--- config.mk ---
export PLATFORM = sky130hd
export DESIGN_NAME = scf_ctrl
export DESIGN_NICKNAME = d
export VERILOG_FILES = /design/src/hw/scf_pkg.sv /design/src/hw/scf_sync2.sv /design/src/hw/scf_clk_switch.sv /design/src/hw/scf_ctrl.sv
export SDC_FILE = /design/constraint.sdc
export NUM_CORES = 1
export LEC_CHECK = 0
export BUFFER_PORTS_ARGS = -buffer_cell sky130_fd_sc_hd__clkbuf_2
export CAP_MARGIN = 20
export CORE_MARGIN = 5
export CORE_UTILIZATION = 41
export DETAILED_ROUTE_END_ITERATION = 10
export PLACE_DENSITY = 0.62
export SETUP_SLACK_MARGIN = 0.3
export SLEW_MARGIN = 20
export SYNTH_ARGS = -nofsm -noshare
export SYNTH_HDL_FRONTEND = slang
export SYNTH_SLANG_ARGS = --single-unit
export TNS_END_PERCENT = 30
--- constraint.sdc ---
create_clock -name clk -period 4.8 [get_ports clk]
set_input_delay 0.96 -clock clk [delete_from_list [all_inputs] [get_ports clk]]
set_output_delay 0.96 -clock clk [all_outputs]
set_load 0.01 [all_outputs]
--- src/hw/scf_pkg.sv ---
// Purpose: Shared constants for the smart card interface control registers.
// Assumes: AXI4-Lite with 32-bit data, 12-bit byte addresses.
// Notes:   Register indices are kept as printed; byte address is four times the index.
package scf_pkg;

	// ----------------------------------------------------------------
	// Register indices and byte addresses
	// ----------------------------------------------------------------
	localparam logic [9:0]  IDX_CONTACTS   = 10'h0FE;
	localparam logic [9:0]  IDX_IFACE      = 10'h0FF;
	localparam logic [11:0] ADDR_CONTACTS  = {IDX_CONTACTS, 2'b00};
	localparam logic [11:0] ADDR_IFACE     = {IDX_IFACE, 2'b00};
	localparam logic [11:0] ADDR_WAIT0     = 12'h000;
	localparam logic [11:0] ADDR_WAIT1     = 12'h004;
	localparam logic [11:0] ADDR_WAIT2     = 12'h008;
	localparam logic [11:0] ADDR_WAIT3     = 12'h00C;
	localparam logic [11:0] ADDR_STATUS    = 12'h010;
	localparam logic [11:0] ADDR_CONFIG    = 12'h014;

	// ----------------------------------------------------------------
	// Field positions
	// ----------------------------------------------------------------
	localparam int CTL_SOFT_RESET   = 7;
	localparam int CTL_PRES_POL     = 6;
	localparam int CTL_VSEL_HI      = 5;
	localparam int CTL_VSEL_LO      = 4;
	localparam int CTL_UART_SEL     = 3;
	localparam int CTL_WAIT_EN      = 2;
	localparam int CTL_REPEAT_EN    = 1;
	localparam int CTL_CONVENTION   = 0;
	localparam int CON_CLK_SEL      = 7;
	localparam int CON_C8_LEVEL     = 5;
	localparam int CON_IO_LEVEL     = 3;
	localparam int CON_CLK_LEVEL    = 2;
	localparam int CON_POWER_ON     = 0;
	localparam int STA_VOLT_GOOD    = 3;
	localparam int STA_PRESENT      = 2;
	localparam int STA_WAIT_TIMEOUT = 1;
	localparam int STA_PARITY_ERR   = 0;
	localparam int CFG_REPEAT_SEL   = 0;

	// ----------------------------------------------------------------
	// Reset values, masks and counts
	// ----------------------------------------------------------------
	localparam logic [7:0] IFACE_RESET    = 8'h00;
	localparam logic [7:0] CONTACTS_RESET = 8'h00;
	localparam logic [7:0] CONTACTS_MASK  = 8'hBF;
	localparam logic [3:0] ACT_TICKS      = 4'h4;
	localparam logic [2:0] RX_SIGNALS_LO  = 3'h4;
	localparam logic [2:0] RX_SIGNALS_HI  = 3'h5;
	localparam logic [2:0] TX_RESENDS_LO  = 3'h3;
	localparam logic [2:0] TX_RESENDS_HI  = 3'h4;

	// ----------------------------------------------------------------
	// Card supply encodings and bus answers
	// ----------------------------------------------------------------
	typedef enum logic [1:0] {
		SCF_V1P0_A = 2'b00,
		SCF_V1P0_B = 2'b01,
		SCF_V3P0   = 2'b10,
		SCF_V5P0   = 2'b11
	} scf_volt_e;
	localparam logic [1:0] RESP_OKAY   = 2'b00;
	localparam logic [1:0] RESP_SLVERR = 2'b10;

endpackage

--- src/hw/scf_sync2.sv ---
// Purpose: Two-stage synchroniser for a group of pin levels.
// Assumes: Inputs are asynchronous to clk.
// Notes:   The first stage is read only by the second stage.
`timescale 1ns/1ps
module scf_sync2 #(
	parameter int WIDTH = 5
) (
	input  wire logic             clk,
	input  wire logic             reset,
	input  wire logic [WIDTH-1:0] async_in,
	output logic      [WIDTH-1:0] sync_out
);

	logic [WIDTH-1:0] meta_q;

	genvar i;
	generate
		for (i = 0; i < WIDTH; i++) begin : g_bit
			always_ff @(posedge clk) begin
				if (reset) begin
					meta_q[i]   <= 1'b0;
					sync_out[i] <= 1'b0;
				end else begin
					meta_q[i]   <= async_in[i];
					sync_out[i] <= meta_q[i];
				end
			end
		end
	endgenerate

endmodule

--- src/hw/scf_clk_switch.sv ---
// Purpose: Glitch-free selection of the card clock pin source.
// Assumes: link_level is the synchronised link clock level.
// Notes:   The source changes only when both candidates show the same level.
`timescale 1ns/1ps
module scf_clk_switch (
	input  wire logic clk,
	input  wire logic reset,
	input  wire logic enable,
	input  wire logic use_link,
	input  wire logic link_level,
	input  wire logic static_level,
	output logic      pin_out
);

	logic using_link_q;
	wire  logic agree = (link_level == static_level);
	wire  logic src   = using_link_q ? link_level : static_level;

	always_ff @(posedge clk) begin
		if (reset) begin
			using_link_q <= 1'b0;
			pin_out      <= 1'b0;
		end else begin
			if (agree) begin
				using_link_q <= use_link;
			end
			pin_out <= enable ? src : 1'b0;
		end
	end

endmodule

--- src/hw/scf_ctrl.sv ---
// Purpose: Interface and contacts control registers of the smart card block.
// Assumes: AXI4-Lite slave on clk; link clock and pads are sampled, not clocked on.
// Notes:   CPU writes reach the interface copy on the next link clock edge.
`timescale 1ns/1ps
module scf_ctrl (
	input  wire logic        clk,
	input  wire logic        reset,
	input  wire logic [11:0] s_axi_awaddr,
	input  wire logic        s_axi_awvalid,
	output logic             s_axi_awready,
	input  wire logic [31:0] s_axi_wdata,
	input  wire logic [3:0]  s_axi_wstrb,
	input  wire logic        s_axi_wvalid,
	output logic             s_axi_wready,
	output logic [1:0]       s_axi_bresp,
	output logic             s_axi_bvalid,
	input  wire logic        s_axi_bready,
	input  wire logic [11:0] s_axi_araddr,
	input  wire logic        s_axi_arvalid,
	output logic             s_axi_arready,
	output logic [31:0]      s_axi_rdata,
	output logic [1:0]       s_axi_rresp,
	output logic             s_axi_rvalid,
	input  wire logic        s_axi_rready,
	input  wire logic        card_interface_clock,
	input  wire logic        card_present_input,
	input  wire logic        supply_in_range,
	input  wire logic        converter_on,
	input  wire logic        card_io_in,
	output logic             card_io_out,
	output logic             card_io_oe_n,
	input  wire logic        card_c8_in,
	output logic             card_c8_out,
	output logic             card_c8_oe_n,
	output logic             card_clk_pin,
	output logic             card_power_en,
	output logic [1:0]       card_voltage_code,
	input  wire logic        uart_tx_level,
	output logic             uart_rx_level,
	input  wire logic        start_bit_seen,
	input  wire logic        rx_parity_error,
	input  wire logic        tx_repeat_request,
	output logic             rx_signal_error,
	output logic             tx_resend,
	output logic             msb_first,
	output logic             presence_event,
	output logic             card_present,
	output logic             wait_timeout
);

	// ----------------------------------------------------------------
	// Pin synchronisation and link clock edges
	// ----------------------------------------------------------------
	logic [4:0] pins_s;
	logic       link_prev_q;

	scf_sync2 #(.WIDTH(5)) u_sync (
		.clk      (clk),
		.reset    (reset),
		.async_in ({card_interface_clock, card_present_input, supply_in_range,
		            card_io_in, card_c8_in}),
		.sync_out (pins_s)
	);

	wire logic link_lvl  = pins_s[4];
	wire logic pres_lvl  = pins_s[3];
	wire logic range_lvl = pins_s[2];
	wire logic io_lvl    = pins_s[1];
	wire logic c8_lvl    = pins_s[0];
	wire logic link_tick = link_lvl & ~link_prev_q;

	always_ff @(posedge clk) begin
		if (reset) begin
			link_prev_q <= 1'b0;
		end else begin
			link_prev_q <= link_lvl;
		end
	end

	// ----------------------------------------------------------------
	// Bus side registers
	// ----------------------------------------------------------------
	logic [7:0]  cpu_iface_q;
	logic [7:0]  cpu_contacts_q;
	logic [7:0]  wait_byte_q [4];
	logic        repeat_sel_q;
	logic        bvalid_q;
	logic [1:0]  bresp_q;
	logic        rvalid_q;
	logic [31:0] rdata_q;
	logic [1:0]  rresp_q;

	wire logic        wr_fire  = s_axi_awvalid & s_axi_wvalid & ~bvalid_q;
	wire logic        wr_lane  = wr_fire & s_axi_wstrb[0];
	wire logic [7:0]  wr_byte  = s_axi_wdata[7:0];
	wire logic        wr_iface = wr_lane & (s_axi_awaddr == scf_pkg::ADDR_IFACE);
	wire logic        wr_cont  = wr_lane & (s_axi_awaddr == scf_pkg::ADDR_CONTACTS);
	wire logic        wr_stat  = wr_lane & (s_axi_awaddr == scf_pkg::ADDR_STATUS);
	wire logic        wr_cfg   = wr_lane & (s_axi_awaddr == scf_pkg::ADDR_CONFIG);
	wire logic        wr_wait2 = wr_lane & (s_axi_awaddr == scf_pkg::ADDR_WAIT2);
	wire logic        wr_hit   = (s_axi_awaddr == scf_pkg::ADDR_IFACE)
	                           | (s_axi_awaddr == scf_pkg::ADDR_CONTACTS)
	                           | (s_axi_awaddr == scf_pkg::ADDR_STATUS)
	                           | (s_axi_awaddr == scf_pkg::ADDR_CONFIG)
	                           | (s_axi_awaddr[11:4] == 8'h00 && s_axi_awaddr[1:0] == 2'b00);

	assign s_axi_awready = wr_fire;
	assign s_axi_wready  = wr_fire;
	assign s_axi_bvalid  = bvalid_q;
	assign s_axi_bresp   = bresp_q;
	assign s_axi_arready = ~rvalid_q;
	assign s_axi_rvalid  = rvalid_q;
	assign s_axi_rdata   = rdata_q;
	assign s_axi_rresp   = rresp_q;

	always_ff @(posedge clk) begin
		if (reset) begin
			bvalid_q <= 1'b0;
			bresp_q  <= scf_pkg::RESP_OKAY;
		end else if (wr_fire) begin
			bvalid_q <= 1'b1;
			bresp_q  <= wr_hit ? scf_pkg::RESP_OKAY : scf_pkg::RESP_SLVERR;
		end else if (s_axi_bready) begin
			bvalid_q <= 1'b0;
		end
	end

	// Soft reset lives in the CPU copy so it can be cleared while the rest is held.
	always_ff @(posedge clk) begin
		if (reset) begin
			cpu_iface_q    <= scf_pkg::IFACE_RESET;
			cpu_contacts_q <= scf_pkg::CONTACTS_RESET;
			repeat_sel_q   <= 1'b0;
		end else begin
			if (wr_iface) begin
				cpu_iface_q <= wr_byte;
			end
			if (wr_cont) begin
				cpu_contacts_q <= wr_byte & scf_pkg::CONTACTS_MASK;
			end
			if (wr_cfg) begin
				repeat_sel_q <= wr_byte[scf_pkg::CFG_REPEAT_SEL];
			end
		end
	end

	genvar gi;
	generate
		for (gi = 0; gi < 4; gi++) begin : g_wait_byte
			always_ff @(posedge clk) begin
				if (reset) begin
					wait_byte_q[gi] <= 8'h00;
				end else if (wr_lane && s_axi_awaddr == {8'h00, 2'(gi), 2'b00}) begin
					wait_byte_q[gi] <= wr_byte;
				end
			end
		end
	endgenerate

	// ----------------------------------------------------------------
	// Interface side copies, updated on link clock edges
	// ----------------------------------------------------------------
	logic [7:0] iface_q;
	logic [7:0] contacts_q;
	logic [3:0] act_cnt_q;
	logic       soft_q;
	logic       busy_q;

	wire logic if_rst = reset | soft_q;

	always_ff @(posedge clk) begin
		if (reset) begin
			soft_q <= 1'b0;
		end else if (link_tick) begin
			soft_q <= cpu_iface_q[scf_pkg::CTL_SOFT_RESET];
		end
	end

	always_ff @(posedge clk) begin
		if (if_rst) begin
			iface_q    <= scf_pkg::IFACE_RESET;
			contacts_q <= scf_pkg::CONTACTS_RESET;
		end else if (link_tick) begin
			iface_q    <= cpu_iface_q;
			contacts_q <= cpu_contacts_q;
		end
	end

	// Activation countdown after soft reset is released.
	always_ff @(posedge clk) begin
		if (if_rst) begin
			act_cnt_q <= scf_pkg::ACT_TICKS;
			busy_q    <= 1'b1;
		end else if (link_tick && busy_q) begin
			act_cnt_q <= act_cnt_q - 4'h1;
			busy_q    <= (act_cnt_q != 4'h1);
		end
	end

	wire logic       pol     = iface_q[scf_pkg::CTL_PRES_POL];
	wire logic       uart_on = iface_q[scf_pkg::CTL_UART_SEL];
	wire logic       wait_en = iface_q[scf_pkg::CTL_WAIT_EN];
	wire logic       rep_en  = iface_q[scf_pkg::CTL_REPEAT_EN];
	wire logic       bit_order_convention    = iface_q[scf_pkg::CTL_CONVENTION];
	wire logic       power   = contacts_q[scf_pkg::CON_POWER_ON];
	wire scf_pkg::scf_volt_e vsel = scf_pkg::scf_volt_e'(iface_q[5:4]);

	// ----------------------------------------------------------------
	// Card presence and supply
	// ----------------------------------------------------------------
	logic present_q;
	logic vgood_q;

	wire logic present_d = pol ? pres_lvl : ~pres_lvl;

	always_ff @(posedge clk) begin
		if (if_rst) begin
			present_q      <= 1'b0;
			presence_event <= 1'b0;
			vgood_q        <= 1'b0;
		end else begin
			present_q      <= present_d;
			presence_event <= (present_d ^ present_q) & ~busy_q;
			vgood_q        <= power & converter_on & range_lvl;
		end
	end

	assign card_present      = present_q;
	assign card_power_en     = power & converter_on;
	assign card_voltage_code = vsel;

	// ----------------------------------------------------------------
	// Contact pins
	// ----------------------------------------------------------------
	logic io_src_q;
	logic c8_hold_q;
	logic clk_level_q;

	wire logic tx_line = bit_order_convention ? ~uart_tx_level : uart_tx_level;
	wire logic io_sel  = uart_on ? tx_line : contacts_q[scf_pkg::CON_IO_LEVEL];

	// Pad levels follow the register only while the card voltage is good.
	always_ff @(posedge clk) begin
		if (if_rst || !power) begin
			io_src_q    <= 1'b0;
			c8_hold_q   <= 1'b0;
			clk_level_q <= 1'b0;
		end else if (vgood_q) begin
			io_src_q    <= io_sel;
			c8_hold_q   <= contacts_q[scf_pkg::CON_C8_LEVEL];
			clk_level_q <= contacts_q[scf_pkg::CON_CLK_LEVEL];
		end
	end

	assign card_io_out   = 1'b0;
	assign card_io_oe_n  = io_src_q;
	assign card_c8_out   = 1'b0;
	assign card_c8_oe_n  = c8_hold_q;
	assign uart_rx_level = bit_order_convention ? ~io_lvl : io_lvl;
	assign msb_first     = bit_order_convention;

	scf_clk_switch u_clk_switch (
		.clk          (clk),
		.reset        (if_rst),
		.enable       (power),
		.use_link     (contacts_q[scf_pkg::CON_CLK_SEL]),
		.link_level   (link_lvl),
		.static_level (clk_level_q),
		.pin_out      (card_clk_pin)
	);

	// ----------------------------------------------------------------
	// Waiting time counter
	// ----------------------------------------------------------------
	logic [31:0] hold_q;
	logic [31:0] wcount_q;
	logic        wait_en_q;
	logic        timeout_q;

	wire logic wait_start  = wait_en & ~wait_en_q;
	wire logic wait_reload = wait_start | (wait_en & uart_on & start_bit_seen);

	always_ff @(posedge clk) begin
		if (if_rst) begin
			hold_q <= 32'h0000_0000;
		end else if (wr_wait2 && !wait_en) begin
			hold_q <= {wait_byte_q[3], wr_byte, wait_byte_q[1], wait_byte_q[0]};
		end
	end

	always_ff @(posedge clk) begin
		if (if_rst) begin
			wcount_q  <= 32'h0000_0000;
			wait_en_q <= 1'b0;
			timeout_q <= 1'b0;
		end else begin
			wait_en_q <= wait_en;
			if (wait_reload) begin
				wcount_q  <= hold_q;
				timeout_q <= 1'b0;
			end else if (wait_en && link_tick && !timeout_q) begin
				if (wcount_q == 32'h0000_0000) begin
					timeout_q <= 1'b1;
				end else begin
					wcount_q <= wcount_q - 32'h0000_0001;
				end
			end
		end
	end

	assign wait_timeout = timeout_q;

	// ----------------------------------------------------------------
	// Character repetition
	// ----------------------------------------------------------------
	logic [2:0] err_cnt_q;
	logic       parity_q;

	wire logic [2:0] rx_limit = repeat_sel_q ? scf_pkg::RX_SIGNALS_HI : scf_pkg::RX_SIGNALS_LO;
	wire logic [2:0] tx_limit = repeat_sel_q ? scf_pkg::TX_RESENDS_HI : scf_pkg::TX_RESENDS_LO;
	wire logic       rx_ev    = rep_en & rx_parity_error;
	wire logic       tx_ev    = rep_en & tx_repeat_request;
	wire logic [2:0] cnt_inc  = err_cnt_q + 3'h1;
	wire logic       rx_last  = rx_ev & (cnt_inc >= rx_limit);
	wire logic       tx_last  = tx_ev & (err_cnt_q >= tx_limit);
	wire logic       pe_set   = rx_last | tx_last | (rx_parity_error & ~rep_en);
	wire logic       pe_clr   = wr_stat & ~wr_byte[scf_pkg::STA_PARITY_ERR];

	always_ff @(posedge clk) begin
		if (if_rst) begin
			err_cnt_q       <= 3'h0;
			rx_signal_error <= 1'b0;
			tx_resend       <= 1'b0;
		end else begin
			rx_signal_error <= rx_ev;
			tx_resend       <= tx_ev & ~tx_last;
			if (rx_last || tx_last || start_bit_seen && !(rx_ev || tx_ev)) begin
				err_cnt_q <= 3'h0;
			end else if (rx_ev || tx_ev) begin
				err_cnt_q <= cnt_inc;
			end
		end
	end

	// Hardware set wins over a software clear in the same cycle.
	always_ff @(posedge clk) begin
		if (if_rst) begin
			parity_q <= 1'b0;
		end else if (pe_set) begin
			parity_q <= 1'b1;
		end else if (pe_clr) begin
			parity_q <= 1'b0;
		end
	end

	// ----------------------------------------------------------------
	// Read path
	// ----------------------------------------------------------------
	wire logic [7:0] rd_iface = {cpu_iface_q[7] | busy_q, iface_q[6:0]};
	wire logic [7:0] rd_cont  = {contacts_q[7], 1'b0, c8_lvl, contacts_q[4],
	                             contacts_q[3:0]};
	wire logic [7:0] rd_stat  = {4'h0, vgood_q, present_q, timeout_q, parity_q};
	wire logic [7:0] rd_byte  =
		(s_axi_araddr == scf_pkg::ADDR_IFACE)    ? rd_iface :
		(s_axi_araddr == scf_pkg::ADDR_CONTACTS) ? rd_cont :
		(s_axi_araddr == scf_pkg::ADDR_STATUS)   ? rd_stat :
		(s_axi_araddr == scf_pkg::ADDR_CONFIG)   ? {7'h00, repeat_sel_q} :
		(s_axi_araddr[11:4] == 8'h00)            ? wait_byte_q[s_axi_araddr[3:2]] : 8'h00;
	wire logic       rd_hit   = (s_axi_araddr == scf_pkg::ADDR_IFACE)
	                          | (s_axi_araddr == scf_pkg::ADDR_CONTACTS)
	                          | (s_axi_araddr == scf_pkg::ADDR_STATUS)
	                          | (s_axi_araddr == scf_pkg::ADDR_CONFIG)
	                          | (s_axi_araddr[11:4] == 8'h00 && s_axi_araddr[1:0] == 2'b00);

	always_ff @(posedge clk) begin
		if (reset) begin
			rvalid_q <= 1'b0;
			rdata_q  <= 32'h0000_0000;
			rresp_q  <= scf_pkg::RESP_OKAY;
		end else if (s_axi_arvalid && !rvalid_q) begin
			rvalid_q <= 1'b1;
			rdata_q  <= {24'h00_0000, rd_byte};
			rresp_q  <= rd_hit ? scf_pkg::RESP_OKAY : scf_pkg::RESP_SLVERR;
		end else if (s_axi_rready) begin
			rvalid_q <= 1'b0;
		end
	end

endmodule

==> impl_metrics.env, run 1 <==
export IMPL_htreeDepth=4
export IMPL_status="finished clean"
export IMPL_cts_hold_fix_buffers=0
export IMPL_crit_arrival_ns=3.42
export IMPL_die_w_um=148
export IMPL_clkSinkCount=171
export IMPL_yosys_area_top_type_share_pct=35.5
export IMPL_antenna_found_initial=0
export IMPL_core_area_mm2=0.0188
export IMPL_utilization_pct=47.3
export IMPL_clk_pin_slew_ns=0.07
export IMPL_port_buffer_count=77
export IMPL_final_common_cell="dfxtp_1"
export IMPL_drive_above_1_share_pct=15.8
export IMPL_drc=0
export IMPL_worstPathMaxFanout=14
export IMPL_crit_path_start_kind="flop"
export IMPL_rows=50
export IMPL_crit_chain="nor4_1 -> nand4_1 -> a311oi_1 -> or4b_1 -> a31oi_1"
export IMPL_seq_area_frac_synth_pct=47.8
export IMPL_syn2layout_area_growth_pct=13.3
export IMPL_period_share_pct=63.8
export IMPL_seq_power_share_pct=49.6
export IMPL_async_reset_ff_share_pct=0
export IMPL_clk_path_buf_depth=2
export IMPL_required_ns=5.16
export IMPL_cp_num_buf_inv=0
export IMPL_initial_utilization_pct=41.7
export IMPL_hold_class="flop to flop"
export IMPL_clock_skew_ns=0.0104
export IMPL_finalSetupViolCount=0
export IMPL_cts_tree="built"
export IMPL_avgRoutedWirePerCell_um=16.8
export IMPL_fin_nets=989
export IMPL_grt_pass1_wl_um=31200
export IMPL_slew_headroom_pct=28.5
export IMPL_p_comb_share_pct=4.9
export IMPL_drt_iter0_markers=425
export IMPL_vias=6221
export IMPL_cts_setup_buffers=0
export IMPL_tightest_slew_ns=1.06
export IMPL_clk_latency_ns=0.43
export IMPL_final_cell_mix="dfxtp_1, nand2_1, clkbuf_2"
export IMPL_slew_violations=0
export IMPL_fin_tns_setup_ns=0
export IMPL_critPathSlowestCell="nand4_1"
export IMPL_root_buffer="clkbuf_16"
export IMPL_ys_types=65
export IMPL_cap_violations=0
export IMPL_numCtsBuffers=17
export IMPL_syn_cell_area_mm2=0.00783
export IMPL_overflow=0
export IMPL_gp_congestion=0.825
export IMPL_intPower_uw=2250
export IMPL_synth_area_leader_cell="dfxtp_1"
export IMPL_fmax_mhz=327
export IMPL_postSynthCellCount=850
export IMPL_ys_seq_elements=171
export IMPL_synth_ff_type="dfxtp_1"
export IMPL_die_area_mm2=0.0220
export IMPL_critPathMaxStageDelay_ns=0.67
export IMPL_grt_pass1_vias=5735
export IMPL_powerDensity_mw_per_mm2=338
export IMPL_cts_resized=0
export IMPL_rsz0062_at_grt="no"
export IMPL_vias_per_cell=5.40
export IMPL_dr_pass1_iters=5
export IMPL_die_h_um=148
export IMPL_totalWireLength_um=19300
export IMPL_synth_edf_count=32
export IMPL_fin_crit_ns=3.06
export IMPL_hold_viol=0
export IMPL_power_switching_uw=748
export IMPL_yosys_warnings=0
export IMPL_power_leakage_uw=0.00342
export IMPL_critPathKind="flop to flop"
export IMPL_path_delay_family="simple AND/OR/NAND/NOR gates"
export IMPL_diodes=0
export IMPL_ant_nets=0
export IMPL_ir_drop_mv=0.226
export IMPL_grt_total_usage_pct=17.8
export IMPL_synth_area_top_cells="dfxtp_1, edfxtp_1, nand2_1"
export IMPL_switching_share_pct=24.9
export IMPL_syn_area_per_cell_um2=9.21
export IMPL_hpwl_um=13900
export IMPL_clkPwrFrac_pct=45.5
export IMPL_end_kind="flop"
export IMPL_grt_max_degree=39
export IMPL_ios=133
routing by layer:
metal	routed length [um]	up-vias	track usage [%]
met1	9020	2953	25.4
met5	0	-	0
met2	9080	136	27.2
met3	944	23	4.30
li1	-	3109	-
met4	286	0	4.90
worst register-to-register path: cells and delay by family, from the launching register on:
family           cells  cell delay, ns
AO/OA/AOI/OAI        2            0.82
flip-flops           1            0.36
AND/OR/NAND/NOR      3            1.82
worst paths after layout:
path,from,endpoint,slack [ns],cells after the start
min reg2reg,u_sync.meta_q[4],u_sync.sync_out[4],0.44,1
max,wcount_q[5],wcount_q[31],1.74,5
min,u_sync.meta_q[4],u_sync.sync_out[4],0.44,1
max reg2reg,wcount_q[5],wcount_q[31],1.74,5
per-stage QoR:
| stage | hold slack (ns) | cells | area, um2 | power (uW) | setup slack, ns |
|---|---|---|---|---|---|
| floorplan | 0.414 | 877 | 7930 | 1620 | 1.86 |
| global placement | 0.416 | 1119 | 8260 | 1670 | 1.35 |
| detailed placement | 0.422 | 1119 | 8260 | 1670 | 1.32 |
| CTS | 0.439 | 1151 | 8860 | 3040 | 1.77 |
| global route | 0.458 | 1151 | 8870 | 3120 | 1.59 |
| finish | 0.438 | 1151 | 8870 | 3000 | 1.74 |
kinds of logic (layout without fill, tap and decap cells):
group	count (synthesis)	in the layout	share of synthesized area [%]
AO/OA/AOI/OAI	179	179	14.1
XOR/XNOR	24	24	2.68
adder cells (fa/ha/maj)	8	8	1.28
buffers and inverters	91	131	6.06
flip-flops	171	171	47.8
multiplexers	33	33	5.53
other	1	28	0.0479
AND/OR/NAND/NOR	343	343	22.4
synthesized netlist by cell type, types with 9 or more instances:
master,n
dfxtp_1,139
nand2_1,120
a21oi_1,68
nor2_1,54
and2_1,39
o21ai_0,33
edfxtp_1,32
buf_4,31
clkbuf_1,31
mux2i_1,23
a31oi_1,22
or4_1,22
nor3_1,17
inv_1,14
nor2b_1,14
nor4_1,14
xnor2_1,14
o31ai_1,10
or3_1,10
xor2_1,10
nand3_1,9
area by class of cell:
class | instances | area (um2)
Timing Repair Buffer | 85 | 445
Sequential cell | 171 | 3740
Clock inverter | 14 | 148
Clock buffer | 18 | 450
Tap cell | 234 | 293
Multi-Input combinational cell | 615 | 3740
Fill cell | 1793 | 9900
Inverter | 14 | 52.6
registers in the layout, indices dropped and copies added (netlist names), 3 cells and up:
| register | flops |
|---|---|
| u_sync.meta_q | 5 |
| wcount_q | 32 |
| err_cnt_q | 3 |
| cpu_iface_q | 8 |
| iface_q | 7 |
| hold_q | 32 |
| act_cnt_q | 4 |
| wait_byte_q | 32 |
| u_sync.sync_out | 5 |
| s_axi_rdata | 8 |
| cpu_contacts_q | 7 |
| contacts_q | 7 |
power groups by stage:
stage,registers (uW),clock network [uW],logic [uW]
2_1_floorplan,1520,0,99.6
4_1_cts,1490,1400,149
5_1_grt,1490,1470,163
6_report,1490,1360,148
3_5_place_dp,1520,0,148
3_3_place_gp,1520,0,147
Note: power is estimated with default switching activity, not from simulation.
==> run 2, diff against run 1 <==
Settings changed: PLACE_DENSITY 0.62 to 0.65.
Clock period 4.8 ns to 2.5 ns, I/O delays scaled along.
==> run 2 against run 1 <==
Effect of this change: combinational power rose by 100%; fmax grew 26%; setup slack got worse by 1.7 ns; sequential power grew 92%; largest cell class is now multi-input gates; hold slack got worse by 0.19 ns; highest routed layer unchanged.
==> impl_metrics.env, run 2 (synthesis results as in run 1) <==
export IMPL_required_ns=2.82
export IMPL_grt_total_usage_pct=17.6
export IMPL_slew_headroom_pct=54.5
export IMPL_fmax_mhz=413
export IMPL_reg_largest_list="hold_q x32, wait_byte_q x32, wcount_q x32"
export IMPL_grt_pass1_wl_um=30600
export IMPL_numCtsBuffers=17
export IMPL_syn2layout_area_growth_pct=19.6
export IMPL_overflow=0
export IMPL_drive_above_1_share_pct=21.3
export IMPL_utilization_pct=49.9
export IMPL_ir_drop_mv=0.494
export IMPL_cts_tree="built"
export IMPL_worstPathMaxFanout=5
export IMPL_grt_max_degree=65
export IMPL_crit_arrival_ns=2.74
export IMPL_drc=0
export IMPL_final_cell_mix="dfxtp_1, nand2_1, clkbuf_2"
export IMPL_fin_crit_ns=2.42
export IMPL_critPathKind="flop to flop"
export IMPL_critPathSlowestCell="or4_4"
export IMPL_dr_pass1_iters=5
export IMPL_ios=133
export IMPL_clkSinkCount=171
export IMPL_cts_hold_fix_buffers=0
export IMPL_port_buffer_count=77
export IMPL_clk_latency_ns=0.44
export IMPL_initial_utilization_pct=41.7
export IMPL_slew_violations=0
export IMPL_rows=50
export IMPL_hold_viol=0
export IMPL_clock_skew_ns=0.0127
export IMPL_avgRoutedWirePerCell_um=16.5
export IMPL_period_share_pct=96.9
export IMPL_fin_nets=1029
export IMPL_grt_pass1_vias=5805
export IMPL_critPathMaxStageDelay_ns=0.58
export IMPL_power_uw=5810
export IMPL_antenna_found_initial=0
export IMPL_diodes=0
export IMPL_ant_nets=0
export IMPL_clk_pin_slew_ns=0.07
export IMPL_die_h_um=148
export IMPL_core_area_mm2=0.0188
export IMPL_die_w_um=148
export IMPL_final_common_cell="dfxtp_1"
export IMPL_crit_chain="inv_2 -> ha_4 -> or4b_4 -> or4_4 -> o311ai_4 -> buf_6 -> buf_12 -> xor2_1 -> a21oi_1"
export IMPL_htreeDepth=4
export IMPL_tightest_slew_ns=0.682
export IMPL_crit_path_start_kind="flop"
export IMPL_cap_violations=0
export IMPL_die_area_mm2=0.0220
export IMPL_dp_cells=1148
export IMPL_finalSetupViolCount=0
export IMPL_root_buffer="clkbuf_16"
export IMPL_fin_area_mm2=0.00937
export IMPL_place_area_mm2=0.00854
export IMPL_rsz0062_at_grt="yes"
export IMPL_whs_ns=0.253
export IMPL_powerDensity_mw_per_mm2=621
export IMPL_drt_iter0_markers=456
export IMPL_final_cells=1191
export IMPL_vias=6405
export IMPL_totalWireLength_um=19600
export IMPL_status="finished clean"
export IMPL_gp_congestion=0.857
export IMPL_power_leakage_uw=0.00367
export IMPL_hold_class="input port to flop"
export IMPL_vias_per_cell=5.38
export IMPL_clk_path_buf_depth=2
export IMPL_end_kind="flop"
export IMPL_hpwl_um=13900
run 2: power by group:
| group | switching (uW) | leakage (uW) | total [uW] | internal, uW |
|---|---|---|---|---|
| logic | 192 | 0.00190 | 296 | 103 |
| clock network | 1270 | 0.000300 | 2660 | 1390 |
| registers | 22.2 | 0.00147 | 2860 | 2840 |
| total | 1490 | 0.00367 | 5810 | 4330 |
run 2: repair_timing:
| action | in CTS | in global routing |
|---|---|---|
| gates cloned | 1 | 1 |
| setup buffers | 6 | 3 |
| resized for setup | 15 | 11 |
| setup endpoints to repair | 27 | 40 |
| pin swaps | 5 | 10 |
run 2: routing by layer:
| metal | up-vias | global-route usage [%] | share of wire, % | routed length (um) |
|---|---|---|---|---|
| met5 | - | 0 | 0 | 0 |
| met1 | 3033 | 23.9 | 46 | 9000 |
| met4 | 0 | 4.90 | 1.5 | 301 |
| met2 | 159 | 28.3 | 48 | 9380 |
| li1 | 3194 | - | - | - |
| met3 | 19 | 3.93 | 4.7 | 920 |
run 2: path summary, 6_finish.rpt:
kind | startpoint | endpoint | slack (ns) | depth (start not counted)
min reg2reg | u_sync.meta_q[1] | u_sync.sync_out[1] | 0.44 | 1
max reg2reg | wcount_q[0] | wcount_q[5] | 0.08 | 9
min | s_axi_rready | s_axi_rvalid | 0.25 | 2
max | wcount_q[0] | wcount_q[5] | 0.08 | 9
run 2: layout make-up:
class / count / area (um2)
Fill cell: 1764 / 9400
Multi-Input combinational cell: 616 / 3850
Sequential cell: 171 / 3750
Timing Repair Buffer: 124 / 816
Clock buffer: 18 / 439
Tap cell: 234 / 293
Clock inverter: 14 / 170
Inverter: 14 / 52.6
run 2: through the flow:
| step | setup WS [ns] | setup TNS (ns) |
|---|---|---|
| after global placement | -0.0639 | -0.652 |
| after floorplan | 0.106 | 0 |
| after CTS | 0.0757 | 0 |
| final | 0.0774 | 0 |
| after detailed placement | -0.0854 | -1.01 |
| after global routing | 0.0170 | 0 |
run 2: critical path, delay by kind of cell, from the launching register on:
kind | cells | cell delay (ns)
fa+ha+maj | 1 | 0.13
xor+xnor | 1 | 0.15
simple gates | 2 | 1.04
compound gates | 2 | 0.34
flops | 1 | 0.33
buf+inv | 3 | 0.32
==> run 3, diff against run 2 <==
Settings changed: ABC_AREA set to 1, CORE_UTILIZATION 41 to 51, PLACE_DENSITY 0.65 to 0.77.
==> run 3 against run 2 <==
Effect of this change: register-to-register slack improved by 0.40 ns; cell count increased by 21%; power increased by 12%; first-iteration DRC count increased by 27%; fmax increased by 20%; hold slack got worse by 0.0050 ns; via count increased by 15%; clock-buffer cell count decreased by 1; critical endpoint is now wcount_q[23]; critical path type unchanged; clock skew decreased by 0.00087 ns; synthesized cell count increased by 34%; critical path depth increased by 3; non-clock buffer count decreased by 28.
==> impl_metrics.env, run 3 <==
export IMPL_synth_edf_count=32
export IMPL_finalSetupViolCount=0
export IMPL_avgRoutedWirePerCell_um=14.2
export IMPL_drt_iter0_markers=578
export IMPL_grtUsageMet1_pct=29.3
export IMPL_drive_above_1_share_pct=12.0
export IMPL_numCtsBuffers=17
export IMPL_grt_max_degree=65
export IMPL_die_w_um=137
export IMPL_critPathMaxStageDelay_ns=0.32
export IMPL_rsz0062_at_grt="no"
export IMPL_hpwl_um=15200
export IMPL_clock_skew_ns=0.0118
export IMPL_die_h_um=137
export IMPL_async_reset_ff_share_pct=0
export IMPL_required_ns=2.86
export IMPL_vias_per_cell=5.10
export IMPL_status="finished clean"
export IMPL_dr_pass1_iters=6
export IMPL_clk_latency_ns=0.43
export IMPL_htreeDepth=4
export IMPL_ios=133
export IMPL_synth_simple_area_share_pct=26.6
export IMPL_tightest_slew_ns=0.686
export IMPL_initial_utilization_pct=51.9
export IMPL_startpoint="wcount_q[0]"
export IMPL_vias=7356
export IMPL_ys_seq_elements=171
export IMPL_period_share_pct=80.7
export IMPL_crit_chain="inv_1 -> ha_1 -> nand2_2 -> nor2_4 -> nand2_2 -> nor2_4 -> nand2_2 -> nand2_8 -> inv_2 -> nor2_1 -> nor2_1 -> nor2_1"
export IMPL_syn2layout_area_growth_pct=13.5
export IMPL_final_common_cell="nand2_1"
export IMPL_ant_nets=0
export IMPL_rows=46
export IMPL_hold_class="input port to flop"
export IMPL_fmax_mhz=496
export IMPL_critPathSlowestCell="dfxtp_1"
export IMPL_use_met3_pct=4.15
export IMPL_ys_types=39
export IMPL_slew_headroom_pct=54.1
export IMPL_syn_area_per_cell_um2=7.25
export IMPL_whs_ns=0.248
export IMPL_synthAdderAreaFrac_pct=1.21
export IMPL_cts_hold_fix_buffers=0
export IMPL_synth_area_top_cells="dfxtp_1, edfxtp_1, nand2_1"
export IMPL_drc=0
export IMPL_cts_setup_buffers=0
export IMPL_cts_tree="built"
export IMPL_grt_total_usage_pct=22.4
export IMPL_reg_largest_list="hold_q x32, wait_byte_q x32, wcount_q x32"
export IMPL_worst_r2r_startpoint="wcount_q[0]"
export IMPL_core_area_mm2=0.0159
export IMPL_final_cell_mix="nand2_1, nor2_1, dfxtp_1"
export IMPL_fin_nets=1297
export IMPL_critPathKind="flop to flop"
export IMPL_antenna_found_initial=0
export IMPL_synth_compound_area_share_pct=13.3
export IMPL_hold_viol=0
export IMPL_postSynthCellCount=1137
export IMPL_synth_mux_area_share_pct=0
export IMPL_powerDensity_mw_per_mm2=694
export IMPL_diodes=0
export IMPL_totalWireLength_um=20500
export IMPL_fin_crit_ns=2.02
export IMPL_hp_start="card_c8_in"
export IMPL_end_kind="flop"
export IMPL_cap_violations=0
export IMPL_port_buffer_count=77
export IMPL_utilization_pct=58.9
export IMPL_synthXorXnorAreaFrac_pct=2.55
export IMPL_place_area_mm2=0.00875
export IMPL_grt_pass1_wl_um=33200
export IMPL_ir_drop_mv=0.512
export IMPL_crit_arrival_ns=2.38
export IMPL_overflow=0
export IMPL_syn_cell_area_mm2=0.00825
export IMPL_slew_violations=0
export IMPL_root_buffer="clkbuf_16"
export IMPL_clk_path_buf_depth=2
export IMPL_seq_area_frac_synth_pct=45.4
export IMPL_synth_ff_type="dfxtp_1"
export IMPL_crit_path_start_kind="flop"
export IMPL_top_usage_layer="met2"
export IMPL_worstPathMaxFanout=30
export IMPL_clk_pin_slew_ns=0.08
export IMPL_yosys_area_top_type_share_pct=33.7
export IMPL_fin_tns_setup_ns=0
export IMPL_yosys_warnings=0
export IMPL_fin_area_mm2=0.00936
export IMPL_power_leakage_uw=0.00417
export IMPL_use_met2_pct=36.7
export IMPL_synth_most_common_cell="nand2_1"
export IMPL_synth_commonest_cells="nand2_1, nor2_1, dfxtp_1"
export IMPL_synth_area_leader_cell="dfxtp_1"
export IMPL_grt_pass1_vias=6881
export IMPL_die_area_mm2=0.0188
export IMPL_clkSinkCount=171
export IMPL_gp_congestion=0.915
export IMPL_synth_top_family_by_area="simple AND/OR/NAND/NOR gates"
run 3: cell types whose count changed in the layout (fill, tap and decap cells not counted), moves of 14 or more:
cell / delta
a21oi_1: +33
a31oi_1: -22
and2_1: -39
buf_4: -21
inv_1: +113
mux2i_1: -23
nand2_1: +106
nand3_1: +48
nand4_1: +16
nor2_1: +150
nor2b_1: -14
o21ai_0: +42
run 3: metal layers:
metal	share of wire, %	routed length [um]
met1	44	8900
met2	47	9710
met3	6.4	1310
met4	2.7	547
met5	0	0
run 3: logic make-up (layout without fill, tap and decap cells):
family	after synthesis	in the layout
simple gates	533	533
compound gates	204	204
buf+inv	196	257
flops	171	171
xor+xnor	24	24
fa+ha+maj	8	8
other cells	1	28
run 3: what timing repair did:
action	in CTS	in global routing
endpoints found under the setup margin	0	12
hold endpoints to repair	0	0
gates resized for setup	0	1
run 3: metrics by stage:
| stage | cells | setup slack (ns) | power [uW] |
|---|---|---|---|
| 2_1_floorplan | 1164 | 0.204 | 3710 |
| 3_3_place_gp | 1409 | 0.335 | 3900 |
| 3_5_place_dp | 1409 | 0.243 | 3920 |
| 4_1_cts | 1441 | 0.353 | 6510 |
| 5_1_grt | 1441 | 0.317 | 6780 |
| 6_report | 1441 | 0.482 | 6500 |
run 3: area by class of cell:
type / count / area [um2]
well taps: 216 / 270
repair buffers: 96 / 528
clock inverters: 15 / 175
multi-input cells: 797 / 3730
inverters: 129 / 484
clock buffers: 17 / 425
fillers: 1451 / 6530
flip-flops and latches: 171 / 3740
run 3: worst max-delay path, delay by kind of cell, from the launching register on:
family | cells | cell delay (ns)
buffers and inverters | 2 | 0.26
adder cells (fa/ha/maj) | 1 | 0.22
flip-flops | 1 | 0.32
AND/OR/NAND/NOR | 9 | 1.12
run 3: final timing paths:
check / endpoint / slack (ns) / cells past startpoint
max: wcount_q[23] / 0.48 / 12
max reg2reg: wcount_q[23] / 0.48 / 12
min: u_sync.meta_q[0] / 0.25 / 3
min reg2reg: u_sync.sync_out[2] / 0.40 / 2
run 3: where the power goes:
part | internal (uW) | total [uW] | switching (uW) | leakage, uW
clock | 1350 | 2620 | 1270 | 0.000295
sequential | 2860 | 2910 | 48.2 | 0.00147
combinational | 333 | 968 | 634 | 0.00240
